--- src/core/cpu_video_access_port_defs.svh ---
`ifndef CPU_VIDEO_ACCESS_PORT_DEFS_SVH
`define CPU_VIDEO_ACCESS_PORT_DEFS_SVH

// I/O port windows: base and match mask on the low eight address bits
`define IO_DISP_BASE 8'hdc
`define IO_DISP_MASK 8'hfe
`define IO_ADPT_BASE 8'hd8
`define IO_ADPT_MASK 8'hfc
`define IO_LPEN_BASE 8'hde
`define IO_LPEN_MASK 8'hff

// Upper nibble of the CPU address for each colour bank
`define BANK_NIB_RED 4'hd
`define BANK_NIB_GREEN 4'he
`define BANK_NIB_BLUE 4'hc

// Bank index inside three-bit bank vectors
`define BANK_RED 0
`define BANK_GREEN 1
`define BANK_BLUE 2

// Adapter register indexes
`define REG_PORT_A 2'h0
`define REG_OFFSET 2'h1
`define REG_MISC 2'h2
`define REG_DIR 2'h3

// Port A fields
`define PA_EN_RED 0
`define PA_EN_GREEN 1
`define PA_EN_BLUE 2
`define PA_SATURATE 3
`define PA_WR_RED_N 4
`define PA_WR_GREEN_N 5
`define PA_WR_BLUE_N 6
`define PA_BANK_EN 7
// Inactive level of port A: mirror writes are active low
`define PORT_A_IDLE 8'h70
`define BYTE_ZERO 8'h00
`define MISC_CLEAR 0
`define DIR_A 0
`define DIR_B 1
`define DIR_C 2

// Memory timing: three slots, display owns two, CPU the last
`define SLOT_CYCLES_DEF 4
`define SLOT_FIRST 2'h0
`define SLOT_PRE_CPU 2'h1
`define SLOT_CPU 2'h2

`endif

--- src/core/cpu_video_access_port_pkg.sv ---
`default_nettype none
package cpu_video_access_port_pkg;
  typedef enum logic [1:0] {
    ARB_IDLE,
    ARB_WAIT,
    ARB_ACCESS,
    ARB_DONE
  } arb_state_t;
endpackage
`default_nettype wire

--- src/core/cpu_video_access_port.sv ---
`timescale 1ns/1ps
`default_nettype none
`include "cpu_video_access_port_defs.svh"
module cpu_video_access_port #(
  parameter int SLOT_CYCLES = `SLOT_CYCLES_DEF
) (
  input wire logic clk_i,
  input wire logic rst_i,
  input wire logic [19:0] addr_i,
  input wire logic io_strobe_i,
  input wire logic out_status_i,
  input wire logic mem_read_i,
  input wire logic mem_write_i,
  input wire logic data_in_strobe_i,
  input wire logic [7:0] write_data_i,
  input wire logic peripheral_bus_clock_i,
  input wire logic [7:0] display_ctrl_data_i,
  input wire logic [7:0] lightpen_data_i,
  input wire logic [15:0] scan_addr_i,
  input wire logic [7:0] vram_data_red_i,
  input wire logic [7:0] vram_data_green_i,
  input wire logic [7:0] vram_data_blue_i,
  input wire logic [2:0] dot_i,
  output logic display_ctrl_select_o,
  output logic adapter_select_o,
  output logic readback_select_o,
  output logic lightpen_counter_select_o,
  output logic video_io_read_select_o,
  output logic read_buffer_enable_o,
  output logic [7:0] readback_bus_o,
  output logic red_bank_select_o,
  output logic green_bank_select_o,
  output logic blue_bank_select_o,
  output logic vram_request_o,
  output logic phantom_o,
  output logic vram_ready_out_o,
  output logic vram_address_owner_o,
  output logic [15:0] vram_address_bus_o,
  output logic [2:0] vram_write_o,
  output logic [7:0] vram_write_data_o,
  output logic fast_clear_o,
  output logic [2:0] color_o
);
  import cpu_video_access_port_pkg::*;

  generate
    if (SLOT_CYCLES < 2)
    begin : g_bad_slot
      $error("SLOT_CYCLES must be at least 2");
    end
  endgenerate

  localparam int CW = $clog2(SLOT_CYCLES);

  function automatic logic port_match(input logic [7:0] a, input logic [7:0] base,
                                      input logic [7:0] mask);
    port_match = (a & mask) == (base & mask);
  endfunction

  logic disp_hit;
  logic adpt_hit;
  logic lpen_hit;
  logic [2:0] bank_hit;
  logic [15:0] mapped;
  logic [7:0] adpt_rdata;
  logic [7:0] port_a;
  logic [7:0] offset;
  logic bank_en;
  logic [2:0] req_bank;
  logic req_c;
  logic peripheral_bus_clock_q;
  logic peripheral_bus_clock_fall;
  logic adpt_wr;
  logic [CW-1:0] cyc;
  logic [1:0] slot;
  logic slot_end;
  logic cpu_start;
  arb_state_t state;
  arb_state_t next_state;
  logic next_owner;
  logic [7:0] latch_red;
  logic [7:0] latch_green;
  logic [7:0] latch_blue;
  logic [7:0] next_readback;
  logic [2:0] mirror;

  // Port decode
  always_comb
  begin
    disp_hit = io_strobe_i & port_match(addr_i[7:0], `IO_DISP_BASE, `IO_DISP_MASK);
    adpt_hit = io_strobe_i & port_match(addr_i[7:0], `IO_ADPT_BASE, `IO_ADPT_MASK);
    lpen_hit = io_strobe_i & port_match(addr_i[7:0], `IO_LPEN_BASE, `IO_LPEN_MASK);
  end

  always_ff @(posedge clk_i)
  begin
    if (rst_i)
    begin
      display_ctrl_select_o <= 1'b0;
      adapter_select_o <= 1'b0;
      readback_select_o <= 1'b0;
      lightpen_counter_select_o <= 1'b0;
      video_io_read_select_o <= 1'b0;
      read_buffer_enable_o <= 1'b0;
    end
    else
    begin
      display_ctrl_select_o <= disp_hit;
      adapter_select_o <= adpt_hit;
      lightpen_counter_select_o <= lpen_hit;
      readback_select_o <= disp_hit | adpt_hit;
      video_io_read_select_o <= disp_hit | adpt_hit | lpen_hit;
      read_buffer_enable_o <= (disp_hit | adpt_hit | lpen_hit) & data_in_strobe_i;
    end
  end

  // Adapter writes land on the falling edge of the peripheral bus clock
  always_ff @(posedge clk_i)
  begin
    if (rst_i)
      peripheral_bus_clock_q <= 1'b0;
    else
      peripheral_bus_clock_q <= peripheral_bus_clock_i;
  end

  assign peripheral_bus_clock_fall = peripheral_bus_clock_q & ~peripheral_bus_clock_i;
  assign adpt_wr = peripheral_bus_clock_fall & adpt_hit & out_status_i;

  adapter_regs u_regs (
    .clk_i(clk_i),
    .rst_i(rst_i),
    .wr_en_i(adpt_wr),
    .index_i(addr_i[1:0]),
    .wdata_i(write_data_i),
    .rdata_o(adpt_rdata),
    .port_a_o(port_a),
    .offset_o(offset),
    .fast_clear_o(fast_clear_o)
  );

  window_map u_map (
    .addr_i(addr_i),
    .offset_i(offset),
    .hit_o(bank_hit),
    .mapped_o(mapped)
  );

  // Bank decode and request
  assign bank_en = port_a[`PA_BANK_EN];
  assign req_bank = bank_en && (mem_read_i || mem_write_i) && !out_status_i
                    ? bank_hit : 3'h0;
  assign req_c = |req_bank;

  always_ff @(posedge clk_i)
  begin
    if (rst_i)
    begin
      red_bank_select_o <= 1'b0;
      green_bank_select_o <= 1'b0;
      blue_bank_select_o <= 1'b0;
      vram_request_o <= 1'b0;
      phantom_o <= 1'b0;
    end
    else
    begin
      red_bank_select_o <= req_bank[`BANK_RED];
      green_bank_select_o <= req_bank[`BANK_GREEN];
      blue_bank_select_o <= req_bank[`BANK_BLUE];
      vram_request_o <= req_c;
      phantom_o <= req_c;
    end
  end

  // Slot timing: slots 0 and 1 belong to the display controller
  assign slot_end = cyc == CW'(SLOT_CYCLES - 1);
  assign cpu_start = slot_end && slot == `SLOT_PRE_CPU;

  always_ff @(posedge clk_i)
  begin
    if (rst_i)
    begin
      cyc <= '0;
      slot <= `SLOT_FIRST;
    end
    else if (slot_end)
    begin
      cyc <= '0;
      slot <= slot == `SLOT_CPU ? `SLOT_FIRST : slot + 2'h1;
    end
    else
    begin
      cyc <= cyc + CW'(1);
    end
  end

  // Arbitration; the CPU is expected to hold its request while waiting
  always_comb
  begin
    next_state = state;
    unique case (state)
      ARB_IDLE:
        if (req_c)
          next_state = ARB_WAIT;
      ARB_WAIT:
        if (!req_c)
          next_state = ARB_IDLE;
        else if (cpu_start)
          next_state = ARB_ACCESS;
      ARB_ACCESS:
        if (slot_end)
          next_state = ARB_DONE;
      ARB_DONE:
        if (!req_c)
          next_state = ARB_IDLE;
    endcase
    next_owner = next_state == ARB_ACCESS;
  end

  always_ff @(posedge clk_i)
  begin
    if (rst_i)
      state <= ARB_IDLE;
    else
      state <= next_state;
  end

  // Ready rises as the CPU slot completes, so a waiting access never
  // sees it high before its data are latched
  always_ff @(posedge clk_i)
  begin
    if (rst_i)
      vram_ready_out_o <= 1'b1;
    else
      vram_ready_out_o <= !req_c || next_state == ARB_DONE;
  end

  assign mirror = {~port_a[`PA_WR_BLUE_N], ~port_a[`PA_WR_GREEN_N],
                   ~port_a[`PA_WR_RED_N]};

  always_ff @(posedge clk_i)
  begin
    if (rst_i)
    begin
      vram_address_owner_o <= 1'b0;
      vram_address_bus_o <= 16'h0000;
      vram_write_o <= 3'h0;
      vram_write_data_o <= `BYTE_ZERO;
    end
    else
    begin
      vram_address_owner_o <= next_owner;
      vram_address_bus_o <= next_owner ? mapped : scan_addr_i;
      vram_write_o <= next_owner && mem_write_i ? req_bank | mirror : 3'h0;
      vram_write_data_o <= write_data_i;
    end
  end

  // Read latches catch the bank data at the end of the CPU slot
  always_ff @(posedge clk_i)
  begin
    if (rst_i)
    begin
      latch_red <= `BYTE_ZERO;
      latch_green <= `BYTE_ZERO;
      latch_blue <= `BYTE_ZERO;
    end
    else if (state == ARB_ACCESS && slot_end && mem_read_i)
    begin
      if (req_bank[`BANK_RED])
        latch_red <= vram_data_red_i;
      if (req_bank[`BANK_GREEN])
        latch_green <= vram_data_green_i;
      if (req_bank[`BANK_BLUE])
        latch_blue <= vram_data_blue_i;
    end
  end

  always_comb
  begin
    next_readback = `BYTE_ZERO;
    if (data_in_strobe_i)
    begin
      if (disp_hit)
        next_readback = display_ctrl_data_i;
      else if (adpt_hit)
        next_readback = adpt_rdata;
      else if (lpen_hit)
        next_readback = lightpen_data_i;
      else if (req_bank[`BANK_RED])
        next_readback = latch_red;
      else if (req_bank[`BANK_GREEN])
        next_readback = latch_green;
      else if (req_bank[`BANK_BLUE])
        next_readback = latch_blue;
    end
  end

  always_ff @(posedge clk_i)
  begin
    if (rst_i)
      readback_bus_o <= `BYTE_ZERO;
    else
      readback_bus_o <= next_readback;
  end

  // Colour gating never touches memory contents
  always_ff @(posedge clk_i)
  begin
    if (rst_i)
      color_o <= 3'h0;
    else
      color_o <= port_a[`PA_EN_BLUE:`PA_EN_RED]
                 & ({3{port_a[`PA_SATURATE]}} | dot_i);
  end

  property p_disp_sel;
    @(posedge clk_i) disable iff (rst_i)
      disp_hit |=> display_ctrl_select_o && !lightpen_counter_select_o;
  endproperty
  a_disp_sel: assert property (p_disp_sel)
    else $error("display controller select missing");

  property p_readback_or;
    @(posedge clk_i) disable iff (rst_i)
      readback_select_o == (display_ctrl_select_o || adapter_select_o);
  endproperty
  a_readback_or: assert property (p_readback_or)
    else $error("readback select is not the OR");

  property p_lpen;
    @(posedge clk_i) disable iff (rst_i)
      lightpen_counter_select_o |-> $past(lpen_hit);
  endproperty
  a_lpen: assert property (p_lpen)
    else $error("light-pen select without its port");

  property p_buffer;
    @(posedge clk_i) disable iff (rst_i)
      read_buffer_enable_o |-> video_io_read_select_o && $past(data_in_strobe_i);
  endproperty
  a_buffer: assert property (p_buffer)
    else $error("read buffer enabled without a select");

  property p_no_bank_on_out;
    @(posedge clk_i) disable iff (rst_i)
      out_status_i || !bank_en |=> !vram_request_o && !phantom_o;
  endproperty
  a_no_bank_on_out: assert property (p_no_bank_on_out)
    else $error("bank request during output or disabled");

  property p_wait;
    @(posedge clk_i) disable iff (rst_i)
      state == ARB_WAIT && req_c |=> !vram_ready_out_o;
  endproperty
  a_wait: assert property (p_wait)
    else $error("ready high while waiting for slot");

  property p_owner_slot;
    @(posedge clk_i) disable iff (rst_i)
      vram_address_owner_o |-> slot == `SLOT_CPU;
  endproperty
  a_owner_slot: assert property (p_owner_slot)
    else $error("CPU owns RAM outside its slot");

  property p_map;
    @(posedge clk_i) disable iff (rst_i)
      vram_address_owner_o |-> vram_address_bus_o[7:0] == $past(addr_i[7:0])
        && vram_address_bus_o[15:8] == 8'($past(addr_i[15:8]) + $past(offset));
  endproperty
  a_map: assert property (p_map)
    else $error("mapped address wrong on video bus");

  property p_scan;
    @(posedge clk_i) disable iff (rst_i)
      !vram_address_owner_o && !$past(rst_i) |-> vram_address_bus_o == $past(scan_addr_i);
  endproperty
  a_scan: assert property (p_scan)
    else $error("scan address not routed");
endmodule
`default_nettype wire

--- src/core/adapter_regs.sv ---
`timescale 1ns/1ps
`default_nettype none
`include "cpu_video_access_port_defs.svh"
module adapter_regs (
  input wire logic clk_i,
  input wire logic rst_i,
  input wire logic wr_en_i,
  input wire logic [1:0] index_i,
  input wire logic [7:0] wdata_i,
  output logic [7:0] rdata_o,
  output logic [7:0] port_a_o,
  output logic [7:0] offset_o,
  output logic fast_clear_o
);
  import cpu_video_access_port_pkg::*;

  logic [7:0] mem [4];

  always_ff @(posedge clk_i)
  begin
    if (rst_i)
    begin
      mem[`REG_PORT_A] <= `PORT_A_IDLE;
      mem[`REG_OFFSET] <= `BYTE_ZERO;
      mem[`REG_MISC] <= `BYTE_ZERO;
      mem[`REG_DIR] <= `BYTE_ZERO;
    end
    else if (wr_en_i)
    begin
      mem[index_i] <= wdata_i;
    end
  end

  always_ff @(posedge clk_i)
  begin
    if (rst_i)
      rdata_o <= `BYTE_ZERO;
    else
      rdata_o <= mem[index_i];
  end

  // A line left as input floats to its inactive level, so nothing fires
  // before software has turned the port into outputs
  always_ff @(posedge clk_i)
  begin
    if (rst_i)
    begin
      port_a_o <= `PORT_A_IDLE;
      offset_o <= `BYTE_ZERO;
      fast_clear_o <= 1'b0;
    end
    else
    begin
      port_a_o <= mem[`REG_DIR][`DIR_A] ? mem[`REG_PORT_A] : `PORT_A_IDLE;
      offset_o <= mem[`REG_DIR][`DIR_B] ? mem[`REG_OFFSET] : `BYTE_ZERO;
      fast_clear_o <= mem[`REG_DIR][`DIR_C] & mem[`REG_MISC][`MISC_CLEAR];
    end
  end

  property p_reset_idle;
    @(posedge clk_i) rst_i |=> port_a_o == `PORT_A_IDLE && !fast_clear_o;
  endproperty
  a_reset_idle: assert property (p_reset_idle)
    else $error("adapter lines not inactive after reset");
endmodule
`default_nettype wire

--- src/core/window_map.sv ---
`timescale 1ns/1ps
`default_nettype none
`include "cpu_video_access_port_defs.svh"
module window_map (
  input wire logic [19:0] addr_i,
  input wire logic [7:0] offset_i,
  output logic [2:0] hit_o,
  output logic [15:0] mapped_o
);
  import cpu_video_access_port_pkg::*;

  logic [7:0] upper;

  always_comb
  begin
    hit_o = 3'h0;
    hit_o[`BANK_RED] = addr_i[19:16] == `BANK_NIB_RED;
    hit_o[`BANK_GREEN] = addr_i[19:16] == `BANK_NIB_GREEN;
    hit_o[`BANK_BLUE] = addr_i[19:16] == `BANK_NIB_BLUE;
    upper = addr_i[15:8] + offset_i;
    mapped_o = {upper, addr_i[7:0]};
  end
endmodule
`default_nettype wire

--- config.mk ---
export PLATFORM = sky130hd
export DESIGN_NAME = cpu_video_access_port
export DESIGN_NICKNAME = d
export VERILOG_FILES = /design/src/core/cpu_video_access_port_pkg.sv /design/src/core/cpu_video_access_port.sv /design/src/core/adapter_regs.sv /design/src/core/window_map.sv
export VERILOG_INCLUDE_DIRS = /design/src /design/src/core
export SDC_FILE = /design/constraint.sdc
export NUM_CORES = 1
export LEC_CHECK = 0
export BUFFER_PORTS_ARGS = -buffer_cell sky130_fd_sc_hd__buf_2
export CORE_ASPECT_RATIO = 1.75
export CORE_UTILIZATION = 53
export DETAILED_ROUTE_END_ITERATION = 8
export MAX_ROUTING_LAYER = met4
export PLACE_DENSITY = 0.82
export SLEW_MARGIN = 30
export SYNTH_ARGS = -nofsm -noshare
export SYNTH_HDL_FRONTEND = slang
export SYNTH_HIERARCHICAL = 1
export SYNTH_SLANG_ARGS = --single-unit
--- constraint.sdc ---
create_clock -name clk_i -period 3.3 [get_ports clk_i]
set_input_delay 0.825 -clock clk_i [delete_from_list [all_inputs] [get_ports clk_i]]
set_output_delay 0.825 -clock clk_i [all_outputs]
set_load 0.02 [all_outputs]
==> impl_metrics.env <==
export IMPL_dieHeight_um=143
export IMPL_path_cells="buf_2 -> and4b_1 -> nand3_1 -> nor2_1 -> nor4bb_4 -> or2_2"
export IMPL_cts_buffer_depth=2
export IMPL_tns_ps=0
export IMPL_relSlewSlack_pct=54.8
export IMPL_setup_slack_ps=856
export IMPL_slowest_delay_ps=500
export IMPL_gp_congestion=0.964
export IMPL_yosysWarnings=6
export IMPL_final_nets=802
export IMPL_status="finished clean"
export IMPL_synth_mux_area_share_pct=9.51
export IMPL_final_common_cell="buf_2"
export IMPL_regArea_mm2=0.00308
export IMPL_arrival_ps=2560
export IMPL_r2r_cells=4
export IMPL_p_leak_nw=3.38
export IMPL_ys_seq_area_share_pct=51.4
export IMPL_post_cts_setup_buffers=0
export IMPL_place_ws_ps=443
export IMPL_met2_usage_pct=46.2
export IMPL_postRouteAntennaNets=0
export IMPL_htreeDepth=4
export IMPL_synth_compound_area_share_pct=10.1
export IMPL_drtIter0Drc=318
export IMPL_synth_ff_latch_count=138
export IMPL_most_common_layout_cells="buf_2 (146), dfxtp_1 (106), mux2i_1 (57)"
export IMPL_worst_ir_drop_vdd_v=0.000399
export IMPL_finalClockSkew_ps=5.75
export IMPL_grt_pass1_wl_mm=21.4
export IMPL_tightestPinTransition_ps=677
export IMPL_syn_area_mm2=0.00600
export IMPL_cts_resized=0
export IMPL_antenna_found_initial=0
export IMPL_initial_utilization_pct=54.0
export IMPL_cts_tree="built"
export IMPL_final_hold_viol_count=0
export IMPL_drv_slew=0
export IMPL_cts_buffers=17
export IMPL_clk_pin_slew_worst_paths_ps=60
export IMPL_drt_first_pass_iters=5
export IMPL_wl_per_cell_um=17.1
export IMPL_synth_avg_cell_area_um2=10.7
export IMPL_powerDensity_mw_per_mm2=527
export IMPL_synthXorXnorAreaFrac_pct=0.584
export IMPL_syn_inst=558
export IMPL_startpoint_type="input pin"
export IMPL_gr_usage_met1_pct=25.0
export IMPL_rsz0062_at_grt="false"
export IMPL_cp_max_fo=9
export IMPL_vias_per_cell=5.48
export IMPL_clkLatencyLatePin_ps=410
export IMPL_r2r_slack_ps=1140
export IMPL_wirelength_mm=14.4
export IMPL_grt_pass1_vias=4403
export IMPL_grt_max_degree=43
export IMPL_dr_total_vias=4624
export IMPL_synth_simple_gate_area_share_pct=22.4
export IMPL_fin_crit_sh_pct=74.1
export IMPL_dp_hpwl_mm=10.6
export IMPL_synth_edf_count=32
export IMPL_synthArstFlopShare_pct=0
export IMPL_setup_viol=0
export IMPL_end_kind="flip-flop"
export IMPL_synthAdderAreaFrac_pct=2.00
export IMPL_fp_coreArea_mm2=0.0111
export IMPL_top_usage_layer="met2"
export IMPL_die_w_um=82.4
export IMPL_yosys_most_used_dff="dfxtp_1"
export IMPL_placementRows=51
export IMPL_nFillCells=872
export IMPL_path_delay_family="simple AND/OR/NAND/NOR gates"
export IMPL_portBuffers=146
export IMPL_area_growth_syn_to_layout_pct=22.2
export IMPL_clkSinkCount=138
export IMPL_cts_root_buf="clkbuf_16"
export IMPL_track_usage_pct=26.1
export IMPL_drive_gt1_share_pct=28.8
export IMPL_synth_top_family_by_area="simple AND/OR/NAND/NOR gates"
export IMPL_synth_fp_nets=662
export IMPL_multi_input_area_mm2=0.00268
export IMPL_drc=0
export IMPL_period_minus_slack_ps=2440
export IMPL_num_io_pins=147
export IMPL_whs_path_depth=1
export IMPL_required_ps=3410
export IMPL_maxCapViolCount=0
export IMPL_timing_fmax_ghz=0.409
export IMPL_overflow=0
export IMPL_path_class="in -> reg"
export IMPL_dieArea_mm2=0.0118
export IMPL_grt_use_met3_pct=5.69
export IMPL_cp_depth=6
export IMPL_worstHoldPathType="reg -> reg"
export IMPL_cts_hold_repair_buffers=0
export IMPL_path_buf_inv=1
export IMPL_crit_slowest_cell="nor4bb_4"
export IMPL_ys_types=64
## metrics by stage
step           area, um2  total power, mW  hold slack, ps  util [%]  cells
2_1_floorplan       6000             1.98             390         -    558
3_3_place_gp        6760             2.09             414      60.9    811
3_5_place_dp        6760             2.09             422      60.9    811
4_1_cts             7330             3.89             431      66.0    843
5_1_grt             7330             3.99             461      66.0    843
6_report            7330             3.86             424      66.0    844
## kinds of logic (layout without fill, tap and decap cells)
logic type | after synthesis | count (layout)
AO/OA/AOI/OAI | 91 | 91
XOR/XNOR | 4 | 4
adder cells (fa/ha/maj) | 9 | 9
buffers and inverters | 42 | 195
flip-flops | 138 | 138
multiplexers | 57 | 57
other | 0 | 1
AND/OR/NAND/NOR | 217 | 217
## where the power goes
part / total (mW) / internal (mW) / switching, mW
Combinational: 0.285 / 0.120 / 0.165
Clock: 1.80 / 1.11 / 0.690
Sequential: 1.78 / 1.76 / 0.0124
## metal layers
layer / share of wire (%) / vias up
met5: 0 / -
met4: 3.9 / 0
met3: 5.3 / 37
met2: 55 / 179
met1: 36 / 2160
li1: - / 2248
## state kept, by name, indices dropped and copies added, names as in the netlist, 2 cells and up
signal	count
state	2
latch_green	8
latch_blue	8
u_regs/offset_o	8
slot	2
readback_bus_o	8
vram_write_data_o	8
u_regs/mem	32
vram_address_bus_o	16
cyc	2
u_regs/rdata_o	8
latch_red	8
color_o	3
u_regs/port_a_o	8
vram_write_o	3
## cells in the mapped netlist, drive strengths merged (3+ instances only)
cell    number  area, um2
o32ai        6       52.6
nand2b      45        282
edfxtp      32        961
nor3         4       25.0
a31oi        7       43.8
a211oi       6       45.0
ha           8        100
nor2        50        188
and2b        6       45.0
xnor2        3       26.3
and2        44        279
inv          6       22.5
nand3        3       15.0
nor3b        9       72.6
nor2b       19        126
dfxtp      106       2120
o21ai       19       95.1
a221o        6       60.1
a21oi       22        114
mux2i       57        571
nand4        4       70.1
or2          4       25.0
clkbuf      16       61.3
o22ai       12       75.1
nand2       14       52.6
buf         20        159
## final cells by class
class / count / area share (%)
inverters: 6 / 0.307
flip-flops and latches: 138 / 42.1
clock inverters: 12 / 1.74
multi-input cells: 378 / 36.5
well taps: 132 / 2.25
repair buffers: 157 / 11.1
diodes: 1 / 0.0341
clock buffers: 20 / 5.96
## worst paths after layout
kind | startpoint | end
hold / removal | cyc[0]$_SDFF_PP0_ | cyc[0]$_SDFF_PP0_
setup reg to reg | peripheral_bus_clock_q$_SDFF_PP0_ | u_regs/mem[1][6]$_SDFFCE_PN0P_
setup / recovery | addr_i[5] | u_regs/mem[1][6]$_SDFFCE_PN0P_
hold reg to reg | cyc[0]$_SDFF_PP0_ | cyc[0]$_SDFF_PP0_
(Power assumes the default switching activity.)
